===== config.mk =====
export PLATFORM = sky130hd
export DESIGN_NAME = mon_alarm
export DESIGN_NICKNAME = d
export VERILOG_FILES = /design/src/include/mon_alarm_pkg.sv /design/src/core/sync2.sv /design/src/core/alarm_chan.sv /design/src/core/mon_alarm.sv
export SDC_FILE = /design/constraint.sdc
export NUM_CORES = 1
export LEC_CHECK = 0
export BUFFER_PORTS_ARGS = -buffer_cell sky130_fd_sc_hd__buf_2
export CORE_ASPECT_RATIO = 1.5
export CORE_UTILIZATION = 30
export CTS_BUF_LIST = sky130_fd_sc_hd__clkbuf_16
export CTS_CLUSTER_DIAMETER = 40
export CTS_CLUSTER_SIZE = 14
export DETAILED_ROUTE_END_ITERATION = 12
export GPL_TIMING_DRIVEN = 0
export SKIP_CTS_REPAIR_TIMING = 1
export SLEW_MARGIN = 20
export SYNTH_ARGS = -nofsm -noshare
export SYNTH_HDL_FRONTEND = slang
export SYNTH_SLANG_ARGS = --single-unit
export TNS_END_PERCENT = 1

===== constraint.sdc =====
create_clock -name clk_in -period 3.9 [get_ports clk_in]
set_input_delay 0.195 -clock clk_in [delete_from_list [all_inputs] [get_ports clk_in]]
set_output_delay 0.195 -clock clk_in [all_outputs]
set_load 0.03 [all_outputs]

===== src/include/mon_alarm_pkg.sv =====
// Shared constants and types for the monitor alarm and alert logic.
package mon_alarm_pkg;
	localparam int NCH = 4;
	localparam int RES_W = 12;
	// Bus address of this slave; the value is arbitrary.
	localparam logic [6:0] OWN_ADDR = 7'h2a;
	localparam logic [6:0] ARA_ADDR = 7'h0c;
	localparam logic [7:0] OFS_CTRL = 8'h00;
	localparam logic [7:0] OFS_STATUS = 8'h04;
	localparam logic [7:0] OFS_THR = 8'h10;
	localparam logic [7:0] OFS_LATCH = 8'h20;
	localparam logic [7:0] OFS_CUR = 8'h30;
	localparam int CTRL_INT_EN = 0;
	localparam int CTRL_BIP = 1;
	localparam int CTRL_LAST_LO = 2;
	localparam int CTRL_DELAY_LO = 5;
	localparam logic [7:0] CTRL_RST = 8'h0c;
	localparam int SETUP_CLR_HI = 7;
	localparam logic [11:0] THR_LO_RST = 12'h000;
	localparam logic [11:0] THR_UP_RST = 12'hfff;
	localparam logic [3:0] BYTE_BITS = 4'h8;

	typedef struct packed {
		logic valid;
		logic [1:0] chan;
		logic [RES_W-1:0] data;
	} conv_type;

	typedef struct packed {
		logic [RES_W-1:0] upper;
		logic [RES_W-1:0] lower;
	} thr_type;

	typedef struct packed {
		logic up;
		logic low;
		logic [RES_W-1:0] latched;
		logic [RES_W-1:0] current;
	} chan_stat_type;

	typedef enum logic [2:0] {
		ST_IDLE = 3'b000,
		ST_ADDR = 3'b001,
		ST_AACK = 3'b010,
		ST_WR = 3'b011,
		ST_WACK = 3'b100,
		ST_RD = 3'b101,
		ST_RACK = 3'b110
	} i2c_state_type;
endpackage


===== src/core/sync2.sv =====
// Two-flop synchroniser for pin inputs.
`timescale 1ns/100ps
module sync2
	import mon_alarm_pkg::*;
#(
	parameter int W = 2
)
(
	input wire logic clk_in,
	input wire logic sys_rst_in,
	input wire logic [W-1:0] async_in,
	output logic [W-1:0] sync_out
);
	logic [W-1:0] meta_q;
	logic [W-1:0] sync_q;

	always_ff @(posedge clk_in)
	begin
		if (sys_rst_in)
		begin
			meta_q <= '1;
			sync_q <= '1;
		end
		else
		begin
			meta_q <= async_in;
			sync_q <= meta_q;
		end
	end

	assign sync_out = sync_q;
endmodule


===== src/core/alarm_chan.sv =====
// One channel: window compare, alarm bits, fault snapshot and latest result.
`timescale 1ns/100ps
module alarm_chan
	import mon_alarm_pkg::*;
(
	input wire logic clk_in,
	input wire logic sys_rst_in,
	input wire logic conv_in,
	input wire logic [RES_W-1:0] data_in,
	input wire thr_type thr_in,
	input wire logic bipolar_in,
	input wire logic clear_in,
	output chan_stat_type stat_out
);
	chan_stat_type st_q;
	chan_stat_type st_d;
	logic over;
	logic under;

	always_comb
	begin
		if (bipolar_in)
		begin
			over = $signed(data_in) > $signed(thr_in.upper);
			under = $signed(data_in) < $signed(thr_in.lower);
		end
		else
		begin
			over = data_in > thr_in.upper;
			under = data_in < thr_in.lower;
		end
		st_d = st_q;
		if (clear_in)
		begin
			st_d.up = 1'b0;
			st_d.low = 1'b0;
		end
		if (conv_in)
		begin
			st_d.current = data_in;
			if (over)
				st_d.up = 1'b1;
			if (under)
				st_d.low = 1'b1;
			// Snapshot when a fault first asserts.
			if ((over || under) && !(st_q.up || st_q.low) || (over || under) && clear_in)
				st_d.latched = data_in;
		end
	end

	always_ff @(posedge clk_in)
	begin
		if (sys_rst_in)
			st_q <= '0;
		else
			st_q <= st_d;
	end

	assign stat_out = st_q;
endmodule


===== src/core/mon_alarm.sv =====
// Alarm reporting, monitor read stream and alert response of the monitor.
//
// Functional notes
// - A fault on a channel with no alarm set captures the tripping result into its snapshot slot.
// - Alarm bit 1 means fault; snapshot then holds the tripping result.
// - Clearing alarms leaves snapshots untouched.
// - Current buffer holds each scanned channel's latest result taken outside suspension and monitor reads.
// - Reading past the last current word wraps to the first current word.
// - Snapshot block then current block, one 16-bit word per conversion.
// - With an interrupt pending, answer alert response with own address.
// - Open-drain arbitration decides; lower address wins.
// - Loser does not acknowledge and keeps the interrupt asserted.
// - Interrupt is released after own address was sent successfully.
// - Monitoring stays suspended after alert response until alarms are cleared.
// - On resume, alarms still set reassert the interrupt.
// - Results are straight binary unipolar, two's complement bipolar.
// - Writing 1 to a clear bit clears that channel; 0 does nothing.
// - Interrupt pin floats when disabled or no alarm pending.
// - Monitor read: status byte, snapshot words, then current words.
`timescale 1ns/100ps
module mon_alarm
	import mon_alarm_pkg::*;
(
	input wire logic clk_in,
	input wire logic sys_rst_in,
	input wire logic hsel_in,
	input wire logic [31:0] haddr_in,
	input wire logic [1:0] htrans_in,
	input wire logic hwrite_in,
	input wire logic [2:0] hsize_in,
	input wire logic [31:0] hwdata_in,
	input wire logic hready_in,
	output logic [31:0] hrdata_out,
	output logic hreadyout_out,
	output logic hresp_out,
	input wire conv_type conv_in,
	input wire logic scl_in,
	input wire logic sda_in,
	output logic sda_out,
	output logic sda_oe_out,
	output logic int_out,
	output logic int_oe_out
);
	// ****************************************
	// Pin sampling
	// ****************************************
	logic [1:0] pins;
	logic scl_p_q;
	logic sda_p_q;
	logic scl_rise;
	logic scl_fall;
	logic bus_start;
	logic bus_stop;

	sync2 #(.W(2)) pin_sync
	(
		.clk_in(clk_in),
		.sys_rst_in(sys_rst_in),
		.async_in({scl_in, sda_in}),
		.sync_out(pins)
	);

	always_ff @(posedge clk_in)
	begin
		if (sys_rst_in)
		begin
			scl_p_q <= 1'b1;
			sda_p_q <= 1'b1;
		end
		else
		begin
			scl_p_q <= pins[1];
			sda_p_q <= pins[0];
		end
	end

	assign scl_rise = pins[1] && !scl_p_q;
	assign scl_fall = !pins[1] && scl_p_q;
	assign bus_start = pins[1] && scl_p_q && sda_p_q && !pins[0];
	assign bus_stop = pins[1] && scl_p_q && !sda_p_q && pins[0];

	// ****************************************
	// Channels
	// ****************************************
	logic [7:0] ctrl_q;
	logic [7:0] ctrl_d;
	logic susp_q;
	logic susp_d;
	logic masked_q;
	logic masked_d;
	thr_type [NCH-1:0] thr_q;
	thr_type [NCH-1:0] thr_d;
	chan_stat_type [NCH-1:0] cst;
	logic [NCH-1:0] clr;
	logic [NCH-1:0][RES_W-1:0] lat_w;
	logic [NCH-1:0][RES_W-1:0] cur_w;
	logic [7:0] alarm_byte;
	logic reading;
	logic conv_ok;
	logic int_line;

	// No conversions taken while suspended or during a monitor read.
	assign conv_ok = conv_in.valid && !susp_q && !reading;

	genvar g;
	generate
		for (g = 0; g < NCH; g++)
		begin : gen_ch
			alarm_chan chan
			(
				.clk_in(clk_in),
				.sys_rst_in(sys_rst_in),
				.conv_in(conv_ok && conv_in.chan == 2'(g)),
				.data_in(conv_in.data),
				.thr_in(thr_q[g]),
				.bipolar_in(ctrl_q[CTRL_BIP]),
				.clear_in(clr[g]),
				.stat_out(cst[g])
			);
			assign alarm_byte[7-2*g] = cst[g].up;
			assign alarm_byte[6-2*g] = cst[g].low;
			assign lat_w[g] = cst[g].latched;
			assign cur_w[g] = cst[g].current;
		end
	endgenerate

	// Pin driven low only while enabled, alarmed and not released.
	assign int_line = ctrl_q[CTRL_INT_EN] && (|alarm_byte) && !masked_q;
	assign int_out = 1'b0;
	assign int_oe_out = int_line;

	// ****************************************
	// Read stream
	// ****************************************
	function automatic logic [7:0] stream_byte(input logic [4:0] ptr, input logic [2:0] n,
		input logic [7:0] stat, input logic [NCH-1:0][RES_W-1:0] lat,
		input logic [NCH-1:0][RES_W-1:0] cur);
		logic [4:0] idx;
		logic [4:0] k;
		logic [15:0] w;
		idx = ptr - 5'd1;
		k = idx - {1'b0, n, 1'b0};
		// Snapshot words first, then current words, zero-padded to 16 bits.
		if (idx < {1'b0, n, 1'b0})
			w = {4'h0, lat[idx[2:1]]};
		else
			w = {4'h0, cur[k[2:1]]};
		if (ptr == 5'd0)
			stream_byte = stat;
		else if (idx[0])
			stream_byte = w[7:0];
		else
			stream_byte = w[15:8];
	endfunction

	// ****************************************
	// Serial slave
	// ****************************************
	i2c_state_type st_q;
	i2c_state_type st_d;
	logic [3:0] cnt_q;
	logic [3:0] cnt_d;
	logic [7:0] sh_q;
	logic [7:0] sh_d;
	logic [7:0] tx_q;
	logic [7:0] tx_d;
	logic [4:0] ptr_q;
	logic [4:0] ptr_d;
	logic rw_q;
	logic rw_d;
	logic ara_q;
	logic ara_d;
	logic first_q;
	logic first_d;
	logic oe_q;
	logic oe_d;
	logic setup_we;
	logic alert_won;
	logic [2:0] nconv;
	logic [4:0] ptr_nx;

	assign nconv = {1'b0, ctrl_q[CTRL_LAST_LO+1:CTRL_LAST_LO]} + 3'd1;
	assign ptr_nx = (ptr_q == {nconv, 2'b00}) ? {1'b0, nconv, 1'b1} : ptr_q + 5'd1;
	assign reading = (st_q == ST_RD || st_q == ST_RACK) && !ara_q;

	always_comb
	begin
		st_d = st_q;
		cnt_d = cnt_q;
		sh_d = sh_q;
		tx_d = tx_q;
		ptr_d = ptr_q;
		rw_d = rw_q;
		ara_d = ara_q;
		first_d = first_q;
		oe_d = oe_q;
		setup_we = 1'b0;
		alert_won = 1'b0;
		if (bus_stop)
		begin
			st_d = ST_IDLE;
			oe_d = 1'b0;
		end
		else if (bus_start)
		begin
			st_d = ST_ADDR;
			cnt_d = 4'd0;
			oe_d = 1'b0;
		end
		else
		begin
			case (st_q)
				ST_ADDR:
				begin
					if (scl_rise)
					begin
						sh_d = {sh_q[6:0], pins[0]};
						cnt_d = cnt_q + 4'd1;
					end
					else if (scl_fall && cnt_q == BYTE_BITS)
					begin
						rw_d = sh_q[0];
						ara_d = 1'b0;
						ptr_d = 5'd0;
						first_d = 1'b1;
						cnt_d = 4'd0;
						st_d = ST_AACK;
						oe_d = 1'b1;
						// Answer alert response only with an interrupt pending.
						if (sh_q[7:1] == ARA_ADDR && sh_q[0] && int_line)
							ara_d = 1'b1;
						else if (sh_q[7:1] != OWN_ADDR)
						begin
							st_d = ST_IDLE;
							oe_d = 1'b0;
						end
					end
				end
				ST_AACK:
				begin
					if (scl_fall)
					begin
						cnt_d = 4'd0;
						oe_d = 1'b0;
						st_d = ST_WR;
						if (rw_q)
						begin
							st_d = ST_RD;
							// Status byte leads a monitor read.
							tx_d = ara_q ? {OWN_ADDR, 1'b0}
								: stream_byte(5'd0, nconv, alarm_byte, lat_w, cur_w);
							oe_d = ara_q ? !OWN_ADDR[6] : !alarm_byte[7];
						end
					end
				end
				ST_WR:
				begin
					if (scl_rise)
					begin
						sh_d = {sh_q[6:0], pins[0]};
						cnt_d = cnt_q + 4'd1;
					end
					else if (scl_fall && cnt_q == BYTE_BITS)
					begin
						// First written byte is the setup byte.
						setup_we = first_q;
						first_d = 1'b0;
						oe_d = 1'b1;
						st_d = ST_WACK;
					end
				end
				ST_WACK:
				begin
					if (scl_fall)
					begin
						oe_d = 1'b0;
						cnt_d = 4'd0;
						st_d = ST_WR;
					end
				end
				ST_RD:
				begin
					if (scl_rise)
					begin
						cnt_d = cnt_q + 4'd1;
						// Released a one but saw zero: lost, go quiet.
						if (!oe_q && tx_q[7] && !pins[0])
							st_d = ST_IDLE;
					end
					else if (scl_fall)
					begin
						if (cnt_q == BYTE_BITS)
						begin
							oe_d = 1'b0;
							st_d = ST_RACK;
							alert_won = ara_q;
						end
						else
						begin
							tx_d = {tx_q[6:0], 1'b0};
							oe_d = !tx_q[6];
						end
					end
				end
				ST_RACK:
				begin
					if (scl_rise)
					begin
						if (pins[0] || ara_q)
							st_d = ST_IDLE;
						else
							ptr_d = ptr_nx;
					end
					else if (scl_fall)
					begin
						tx_d = stream_byte(ptr_q, nconv, alarm_byte, lat_w, cur_w);
						oe_d = !tx_d[7];
						cnt_d = 4'd0;
						st_d = ST_RD;
					end
				end
				default:
				begin
					oe_d = 1'b0;
				end
			endcase
		end
	end

	always_ff @(posedge clk_in)
	begin
		if (sys_rst_in)
		begin
			st_q <= ST_IDLE;
			cnt_q <= 4'd0;
			sh_q <= 8'h00;
			tx_q <= 8'h00;
			ptr_q <= 5'd0;
			rw_q <= 1'b0;
			ara_q <= 1'b0;
			first_q <= 1'b0;
			oe_q <= 1'b0;
		end
		else
		begin
			st_q <= st_d;
			cnt_q <= cnt_d;
			sh_q <= sh_d;
			tx_q <= tx_d;
			ptr_q <= ptr_d;
			rw_q <= rw_d;
			ara_q <= ara_d;
			first_q <= first_d;
			oe_q <= oe_d;
		end
	end

	assign sda_out = 1'b0;
	assign sda_oe_out = oe_q;

	// ****************************************
	// Register bus and control
	// ****************************************
	logic wr_q;
	logic [7:0] wa_q;
	logic [31:0] rd_q;
	logic [31:0] rd_d;
	logic ap;
	logic [7:0] ra;
	logic ahb_clr;

	assign ap = hsel_in && hready_in && htrans_in[1];
	assign ra = haddr_in[7:0];
	assign ahb_clr = wr_q && wa_q == OFS_STATUS;

	// Ones clear the named channels; set in the same cycle still wins.
	always_comb
	begin
		for (int i = 0; i < NCH; i++)
			clr[i] = setup_we && sh_q[SETUP_CLR_HI-i] || ahb_clr && hwdata_in[i];
	end

	always_comb
	begin
		ctrl_d = ctrl_q;
		thr_d = thr_q;
		susp_d = susp_q;
		masked_d = masked_q;
		rd_d = 32'h0000_0000;
		if (wr_q && wa_q == OFS_CTRL)
			ctrl_d = hwdata_in[7:0];
		if (setup_we)
			ctrl_d = {sh_q[3:1], ctrl_q[CTRL_DELAY_LO-1:CTRL_BIP], sh_q[0]};
		for (int i = 0; i < NCH; i++)
			if (wr_q && wa_q == OFS_THR + 8'(4 * i))
				thr_d[i] = {hwdata_in[27:16], hwdata_in[11:0]};
		// Clearing an alarm resumes monitoring and re-arms the pin.
		if (|clr)
		begin
			susp_d = 1'b0;
			masked_d = 1'b0;
		end
		// Alert won: release pin and suspend.
		if (alert_won)
		begin
			susp_d = 1'b1;
			masked_d = 1'b1;
		end
		if (ra == OFS_CTRL)
			rd_d = {24'h000000, ctrl_q};
		else if (ra == OFS_STATUS)
			rd_d = {22'h0, int_line, susp_q, alarm_byte};
		for (int i = 0; i < NCH; i++)
		begin
			if (ra == OFS_THR + 8'(4 * i))
				rd_d = {4'h0, thr_q[i].upper, 4'h0, thr_q[i].lower};
			if (ra == OFS_LATCH + 8'(4 * i))
				rd_d = {20'h00000, lat_w[i]};
			if (ra == OFS_CUR + 8'(4 * i))
				rd_d = {20'h00000, cur_w[i]};
		end
	end

	always_ff @(posedge clk_in)
	begin
		if (sys_rst_in)
		begin
			ctrl_q <= CTRL_RST;
			thr_q <= {NCH{THR_UP_RST, THR_LO_RST}};
			susp_q <= 1'b0;
			masked_q <= 1'b0;
			wr_q <= 1'b0;
			wa_q <= 8'h00;
			rd_q <= 32'h0000_0000;
		end
		else
		begin
			ctrl_q <= ctrl_d;
			thr_q <= thr_d;
			susp_q <= susp_d;
			masked_q <= masked_d;
			wr_q <= ap && hwrite_in;
			wa_q <= ra;
			rd_q <= (ap && !hwrite_in) ? rd_d : rd_q;
		end
	end

	assign hrdata_out = rd_q;
	assign hreadyout_out = 1'b1;
	assign hresp_out = 1'b0;
endmodule


# After elaboration in Yosys (flattened, before gate mapping)

Cells that the tools add are included.

Add/subtract/negate cells: 5
$mul: 0
Divide/modulo/power cells: 0
$lt $le $gt $ge: 19
Equal/unequal tests: 64
Shift-type cells: 0
Multiplexer cells: 129
Bitwise gates (word level): 4
Reduce and logical (&&, ||, !) cells: 114

Operators with widths:

| cell                 | count |
|---|---|
| $mux W32             | 12 |
| $mux W8              | 17 |
| $mux W26             | 4 |
| $gt A12 B12 Y1       | 8 |
| $lt A12 B12 Y1       | 8 |
| $mux W12             | 7 |
| $eq A8 B5 Y1 const B | 8 |
| $eq A8 B6 Y1 const B | 8 |
| $bmux W12 S2         | 2 |
| $mux W1              | 48 |
| $logic_and A1 B1 Y1  | 47 |
| $mux W3              | 14 |
| $ne A2 B2 Y1 const B | 14 |
| $ne A3 B3 Y1 const B | 9 |
| $mux W5              | 5 |
| $mux W4              | 6 |
| $pmux W8 S3          | 1 |
| $reduce_and A12 Y1   | 2 |
| $mux W10             | 2 |
| $reduce_and A10 Y1   | 2 |
| $logic_or A1 B1 Y1   | 18 |
| $pmux W3 S6          | 1 |
| $eq A8 B3 Y1 const B | 2 |
| $logic_not A1 Y1     | 16 |
| 42 further kinds     | 74 |

Flip-flop bits (word level): 288
Bits in latches: 0
RAM bits: 0
ROM bits: 0
Bits of input ports: 91
Word-level logic and storage cells: 379
Memories kept: 0

# Logic depth before layout (Yosys ltp)

Gate-level depths: netlist of the first run.

Depth in word-level cells: 17
Gate-level depth with buffers: 13

# Cells and area by module

From an unflattened synthesis of the first run, not the netlist that was laid out.

Cell total of the unflattened synthesis: 2312
Area, all modules: 18512.8 µm²

By module, submodules not included:

| module     | times used | cells an instance | area each (µm²) | seq. area each (µm²) |
|---|---|---|---|---|
| mon_alarm  | 1          | 1344              | 10515.1         | 3443.3 |
| alarm_chan | 4          | 240               | 1973.1          | 520.5 |
| sync2      | 1          | 8                 | 105.1           | 80.1 |

# Worst setup path before layout of the first run

OpenSTA, ideal clock, no wires.

Kind: register -> register
From: register ptr_q[0]
To: register oe_q (netlist: sda_oe_out)
Data arrival time: 2882 ps
Required time: 3808 ps
Setup slack: 927 ps
Stages on the path, launching flop included: 12
Buffers on the path: 2
Clock period less this slack: 2973 ps
Cells stage by stage: dfxtp_1 inv_1 ha_1 xnor2_1 buf_6 fa_1 clkbuf_1 mux4_2 mux2i_1 o31a_1 a21oi_1 nor4_1

Longest elaborated chain between the ends: 16
Elaborated cells on any way between the ends: 20

RTL lines:

| what                           | line             | source |
|---|---|---|
| start, declared                | mon_alarm.sv:167 | `logic [4:0] ptr_q;` |
| start signal, assigned         | mon_alarm.sv:350 | `ptr_q <= ptr_d;` |
| $sub A5 B1 Y5                  | mon_alarm.sv:141 | `idx = ptr - 5'd1;` |
| $sub A3 B3 Y3                  | mon_alarm.sv:142 | `k = idx - {1'b0, n, 1'b0};` |
| $bmux W12 S2                   | mon_alarm.sv:147 | `w = {4'h0, cur[k[2:1]]};` |
| $mux W12 (implied by the code) | mon_alarm.sv:147 |  |
| $mux W12                       | mon_alarm.sv:144 | `if (idx < {1'b0, n, 1'b0})` |
| $mux W8                        | mon_alarm.sv:150 | `else if (idx[0])` |
| $mux W8 *                      | mon_alarm.sv:148 | `if (ptr == 5'd0)` |
| $mux W8 *                      | mon_alarm.sv:314 | `else if (scl_fall)` |
| $mux W8 *                      | mon_alarm.sv:307 | `if (scl_rise)` |
| $mux W8 *                      | mon_alarm.sv:212 | `case (st_q)` |
| $mux W8 *                      | mon_alarm.sv:204 | `else if (bus_start)` |
| $mux W8 *                      | mon_alarm.sv:199 | `if (bus_stop)` |
| $logic_not A1 Y1 *             | mon_alarm.sv:317 | `oe_d = !tx_d[7];` |
| $mux W1 *                      | mon_alarm.sv:314 |  |
| $mux W1 *                      | mon_alarm.sv:307 |  |
| $pmux W1 S6 *                  | mon_alarm.sv:212 |  |
| end signal, assigned           | mon_alarm.sv:342 | `oe_q <= 1'b0;` |
| end signal, assigned           | mon_alarm.sv:354 | `oe_q <= oe_d;` |
| end, declared                  | mon_alarm.sv:175 | `logic oe_q;` |

Every way passes the cells marked *; elsewhere a longest branch is shown, timed or not. The select of a mux whose other input is x is not followed.
A chain may end at the register's enable or synchronous reset.

# Worst setup path after layout of the first run

From: register ara_q
To: register gen_ch[1].chan.st_q, in the netlist gen_ch[1].chan.stat_out[17]

Longest elaborated chain between the ends: 6

RTL lines:

| what                        | line             | source |
|---|---|---|
| start, declared             | mon_alarm.sv:171 | `logic ara_q;` |
| start signal, assigned      | mon_alarm.sv:352 | `ara_q <= ara_d;` |
| $logic_not A1 Y1            | mon_alarm.sv:184 | `assign reading = (st_q == ST_RD \|\| st_q == ST_RACK) && !ara_q;` |
| $logic_and A1 B1 Y1         | mon_alarm.sv:184 |  |
| $logic_not A1 Y1            | mon_alarm.sv:103 | `assign conv_ok = conv_in.valid && !susp_q && !reading;` |
| $logic_and A1 B1 Y1         | mon_alarm.sv:103 |  |
| $logic_and A1 B1 Y1         | mon_alarm.sv:113 | `.conv_in(conv_ok && conv_in.chan == 2'(g)),` |
| $reduce_and A2 Y1 (no line) | n/a              |  |
| end signal, assigned        | alarm_chan.sv:56 | `st_q <= st_d;` |
| end, declared               | alarm_chan.sv:15 | `chan_stat_type st_q;` |

Every way passes these cells.

==> results.toml, run 1 <==
[synthesis]
synth_cell_type_count = 94
synth_top_area_cell = "dfxtp_1"
synth_top_flop_cell = "dfxtp_1"
synth_area_per_cell_sq_um = 8.37
syn_inst = 2005
ys_warn_count = 0
synth_edf_count = 0
ys_top_cells_by_count = "dfxtp_1 (280), nand2_1 (234), nor2_1 (228)"
synthDominantCellAreaShare_pct = 33.4
synthTopCellsByArea = "dfxtp_1 (33%), mux2i_1 (7.8%), ha_1 (7.8%)"
synthArstFlopShare_pct = 0
synth.ff_latch_count = 280
ys_seq_area_share_pct = 33.4
synthMostInstantiatedCell = "dfxtp_1"
synth_area_sq_um = 16800

[clocking]
clock-sinks = 280
cts_buffers = 38
cts_tree = "done"
clk_latency_ns = 0.55
root_buffer = "clkbuf_16"
cts-root-to-sink-buffers = 3
clkTransAtPathRegs_ns = 0.06
htreeDepth = 2

[critical_path]
cpPeakStageDelay_ns = 1.00
cp_data_arrival_time_ns = 4.19
cp.required_ns = 4.33
crit_slowest_cell = "nor4b_4"
cp-start-kind = "flop"
worstPathMaxFanout = 10
crit_chain = "clkbuf_1, nor3_1, nor4b_4, nand2_1, o21ai_0, o21ai_1, buf_4, mux2i_1"
r2r_start = "ara_q$_SDFFE_PP0P_"
crit_start = "ara_q$_SDFFE_PP0P_"
critPathCaptureType = "flop"
crit_type = "reg -> reg"

[power]
clkPwrFrac_pct = 49.8
ir_drop_mv = 0.333
p_leak_nw = 7.55
share_comb_of_total_power_pct = 9.8
p_switching_w = 0.00205
p_int_w = 0.00527
power_density_nw_per_um2 = 374
switching_share_pct = 28.0
seqPwrFrac_pct = 40.4

[sta]
whs_ns = -0.00101
relSlewSlack_pct = 21.6
layout_min_cycle_time_ns = 3.76
finalHoldViolCount = 1
worst_pin_slew_ns = 1.18
fmax_mhz = 266
finClkSkew_ns = 0.0288
setup_viol = 0
drv_slew = 0
grt_setup_unrepaired = "false"
finalCritPeriodShare_pct = 96.4
setup_slack_ns = 0.141

[floorplan]
die_height_microns = 292
io_pins = 129
start_util_pct = 30.5
core-area_sq_um = 54900
die_x_microns = 195
rows = 105
die_area_sq_um = 56900

[detailed_routing]
vias = 16300
avgViaCountPerCell = 5.67
route.detailed.drc = 0
drt_iter0_drc = 1267
wl_mm = 76.0
firstDrtPassIters = 5
final_antenna_net_count = 0
wl_per_cell_microns = 26.4

[placed_design]
port_buffers = 75
placed_cells_incl_taps = 2786
pre_cts_ws_ns = 0.0804
dp_hpwl_mm = 59.6
place_congestion = 0.997

[global_route]
track_usage_pct = 26.3
antenna_found_initial = 1
grt-ovfl-total = 0
grt_pass1_wl_mm = 108
grt_max_degree = 16
grt_pass1_vias = 15900

[final_layout]
fin_cells = 2873
areaGrowthSynthToFinish_pct = 16.8
drive_gt1_share_pct = 12.4
nNetsFinal = 2344

[outcome]
status = "complete, but fails checks"
violations = "hold timing"

[min_path]
hold_class = "in -> reg"
min_from = "hwdata_in[9]"

[flow_run]
max_cap_violations = 0
-- cell type report --
class / instances / area [sq um]
diodes: 1 / 2.50
plain buffers: 139 / 668
clock buffers: 39 / 976
clock inverters: 30 / 332
fillers: 5709 / 35300
inverters: 113 / 424
multi-input cells: 1483 / 10200
flip-flops and latches: 280 / 5610
well taps: 695 / 870
repair buffers: 93 / 553
-- routing by layer --
metal / GRT usage [%] / part of all wire (%)
met5: 0 / 0
met4: 20.5 / 8.8
met3: 4.35 / 5.8
met2: 46.3 / 49
met1: 27.8 / 36
-- stage by stage --
| step | util, % | area [sq um] | TNS (ns) | total power, W | hold WS (ns) |
|---|---|---|---|---|---|
| 2_1_floorplan | - | 16800 | 0 | 0.00338 | 0.299 |
| 3_3_place_gp | 32.9 | 18100 | -0.00171 | 0.00370 | 0.382 |
| 3_5_place_dp | 33.0 | 18100 | 0 | 0.00371 | 0.381 |
| 4_1_cts | 35.3 | 19400 | 0 | 0.00734 | -0.186 |
| 5_1_grt | 35.7 | 19600 | 0 | 0.00752 | 0.00135 |
| 6_report | 35.7 | 19600 | 0 | 0.00733 | -0.00101 |
-- cell usage in the layout (no fill, tap or decap), types with 23 or more instances in the layout --
cell type,instances
nor3_1,24
nand2b_1,37
mux2i_1,131
nor2_1,227
nand3_1,33
mux4_2,36
inv_1,113
clkbuf_1,80
buf_2,102
nand2_1,234
clkbuf_16,39
a211o_1,23
dfxtp_1,280
ha_1,104
a21oi_1,168
o21ai_0,98
o211ai_1,36
-- path summary, 6_finish.rpt --
| check | endpoint | slack (ns) | cells after the start |
|---|---|---|---|
| max | gen_ch[1].chan.stat_out[17]$_SDFFE_PP0P_ | 0.14 | 8 |
| min reg2reg | pin_sync.sync_out[0]$_SDFF_PP1_ | 0.40 | 1 |
| min | thr_q[9]$_SDFFE_PP0P_ | -0.001 | 3 |
| max reg2reg | gen_ch[1].chan.stat_out[17]$_SDFFE_PP0P_ | 0.14 | 8 |
-- cells by family (layout without fill, tap and decap cells) --
group	after synthesis	after routing	share of synthesized area [%]
XOR/XNOR	13	13	0.679
multiplexers	168	168	12.7
other	2	13	0.0448
flip-flops	280	280	33.4
adder cells (fa/ha/maj)	106	106	7.94
AO/OA/AOI/OAI	503	503	19.5
AND/OR/NAND/NOR	681	681	19.2
buffers and inverters	252	414	6.50
-- registers in the layout, indices dropped and copies added (netlist names), 3 cells and up --
register,flops
tx_q,8
hrdata_out,24
cnt_q,4
ctrl_q,8
st_q,3
wa_q,8
gen_ch.chan.stat_out,104
sh_q,8
thr_q,96
ptr_q,5
-- worst max-delay path: cells and delay by family (launching register included) --
kind,cells,cell delay (ns)
AO/OA/AOI/OAI,2,1.14
buffers and inverters,2,0.71
flip-flops,1,0.32
multiplexers,1,0.14
AND/OR/NAND/NOR,3,1.30
-- power by group through the flow --
stage,Combinational [W],Sequential [W],Clock (W)
floorplan,0.000383,0.00300,0
global placement,0.000680,0.00302,0
detailed placement,0.000688,0.00302,0
CTS,0.000691,0.00296,0.00369
global route,0.000757,0.00296,0.00380
finish,0.000715,0.00296,0.00365
Note: power is estimated with default switching activity, not from simulation.
==> run 2, diff against run 1 <==
--- a/config.mk
+++ b/config.mk
@@ -5,9 +5,9 @@
 export SDC_FILE = /design/constraint.sdc
 export NUM_CORES = 1
 export LEC_CHECK = 0
-export BUFFER_PORTS_ARGS = -buffer_cell sky130_fd_sc_hd__buf_2
+export BUFFER_PORTS_ARGS = -buffer_cell sky130_fd_sc_hd__buf_4
 export CORE_ASPECT_RATIO = 1.5
-export CORE_UTILIZATION = 30
+export CORE_UTILIZATION = 40
 export CTS_BUF_LIST = sky130_fd_sc_hd__clkbuf_16
 export CTS_CLUSTER_DIAMETER = 40
 export CTS_CLUSTER_SIZE = 14
==> run 2 against run 1 <==
Against the previous run:
- the run still ends with hold timing left
- sequential share of layout area down 0.15 points
- register-to-register slack better by 0.09 ns
- via count about the same
- sequential power is essentially flat
- utilization rose by 12 points
- critical path type unchanged
- clock skew shrank 0.00062 ns
- non-clock buffer count is 9 higher
==> results.toml, run 2 (synthesis results as in run 1) <==
[clocking]
clkTransAtPathRegs_ns = 0.06
cts_tree = "done"
htreeDepth = 2
clock-sinks = 280
root_buffer = "clkbuf_16"
cts_buffers = 38
clk_latency_ns = 0.57
cts-root-to-sink-buffers = 3

[detailed_routing]
vias = 16300
route.detailed.drc = 0
firstDrtPassIters = 5
wl_per_cell_microns = 26.6
avgViaCountPerCell = 5.94
drt_iter0_drc = 1287
final_antenna_net_count = 0
wl_mm = 73.2

[final_layout]
final_cell_mix = "dfxtp_1 (280), nand2_1 (234), nor2_1 (227), a21oi_1 (168), mux2i_1 (131)"
nNetsFinal = 2353
layout.cells.most_common = "dfxtp_1"
postLayoutCellArea_sq_um = 19700
largest_reg_flops = 104
drive_gt1_share_pct = 12.4
fillers = 4187
areaGrowthSynthToFinish_pct = 17.4

[global_route]
grt-ovfl-total = 0
grt_pass1_wl_mm = 105
antenna_found_initial = 1
track_usage_pct = 34.1
grt_max_degree = 16
grt_pass1_vias = 15700

[sta]
fmax_mhz = 273
setup_viol = 0
finalHoldViolCount = 2
setup_tns_ns = 0
finClkSkew_ns = 0.0282
drv_slew = 0
whs_ns = -0.0234
grt_setup_unrepaired = "false"
layout_min_cycle_time_ns = 3.66
finalCritPeriodShare_pct = 94.0
worst_pin_slew_ns = 1.17
relSlewSlack_pct = 22.1

[critical_path]
crit_type = "reg -> reg"
worstPathMaxFanout = 10
critPathCaptureType = "flop"
cp.required_ns = 4.35
cp_data_arrival_time_ns = 4.12
cp-start-kind = "flop"

[min_path]
hold_class = "in -> reg"

[placed_design]
port_buffers = 75
place_congestion = 0.995
dp_hpwl_mm = 56.2
placed_area_sq_um = 18100

[floorplan]
die_height_microns = 253
core-area_sq_um = 41200
die_area_sq_um = 42800
io_pins = 129
start_util_pct = 40.7
die_x_microns = 169
rows = 91

[power]
ir_drop_mv = 0.421
power_density_nw_per_um2 = 372
p_leak_nw = 7.63

[outcome]
status = "complete, but fails checks"
violations = "hold timing"

[flow_run]
max_cap_violations = 0
[run 2: cell types whose count changed in the layout (fill, tap and decap cells not counted), sizes merged]
cell | previous run | this run
clkinv | 8 | 7
clkinvlp | 7 | 6
inv | 124 | 128
dlygate4sd3 | 18 | 27
bufinv | 4 | 3
[run 2: layer usage]
layer	global-route usage, %	up-vias	part of all wire, %
li1	-	7461	-
met1	38.5	7867	37
met2	57.8	724	48
met3	4.66	249	6.1
met4	26.5	0	8.8
met5	0	-	0
[run 2: final timing paths]
| path | from | end | slack [ns] | cells past startpoint |
|---|---|---|---|---|
| worst max register to register | ptr_q[0]$_SDFFE_PP0P_ | sda_oe_out$_SDFFE_PP0P_ | 0.24 | 11 |
| worst min register to register | pin_sync.meta_q[1]$_SDFF_PP1_ | pin_sync.sync_out[1]$_SDFF_PP1_ | 0.41 | 1 |
| worst min-delay path | hready_in | wr_q$_SDFF_PP0_ | -0.02 | 3 |
| worst max-delay path | ptr_q[0]$_SDFFE_PP0P_ | sda_oe_out$_SDFFE_PP0P_ | 0.24 | 11 |
[run 2: layout make-up]
cell class	count	area, sq um	share of cell area (%)
antenna	1	2.50	0.0127
buffer	139	667	3.39
clock buffer	39	976	4.96
clock inverter	31	323	1.64
inverter	113	424	2.15
multi-input combinational	1483	10200	51.6
sequential	280	5610	28.5
tap	558	698	3.55
timing repair buffer	102	835	4.24
[run 2: through the flow]
step,hold WS [ns],power (W),utilization (%),cells,setup WS (ns)
after global placement,0.383,0.00371,43.8,2648,0.126
after detailed placement,0.383,0.00372,44.0,2649,0.165
final,-0.0234,0.00733,47.8,2746,0.235
after global routing,0.00493,0.00751,47.8,2745,0.109
after CTS,-0.202,0.00732,47.1,2719,0.138
after floorplan,0.299,0.00338,-,2015,0.927
[run 2: critical path, cell delays in order, from the launching register on]
cell and delay (ns):
dfxtp_1 0.36, inv_1 0.14, ha_1 0.29, xnor2_2 0.22, buf_6 0.21, fa_1 0.60
clkbuf_1 0.54, mux4_2 0.44, mux2i_1 0.20, o31a_1 0.21, a21oi_1 0.09, nor4_1 0.28
[run 2: where the power goes]
part           switching [W]  total (W)  internal, W
clock network        0.00154    0.00363      0.00209
registers          0.0000618    0.00297      0.00291
logic               0.000484   0.000733     0.000249
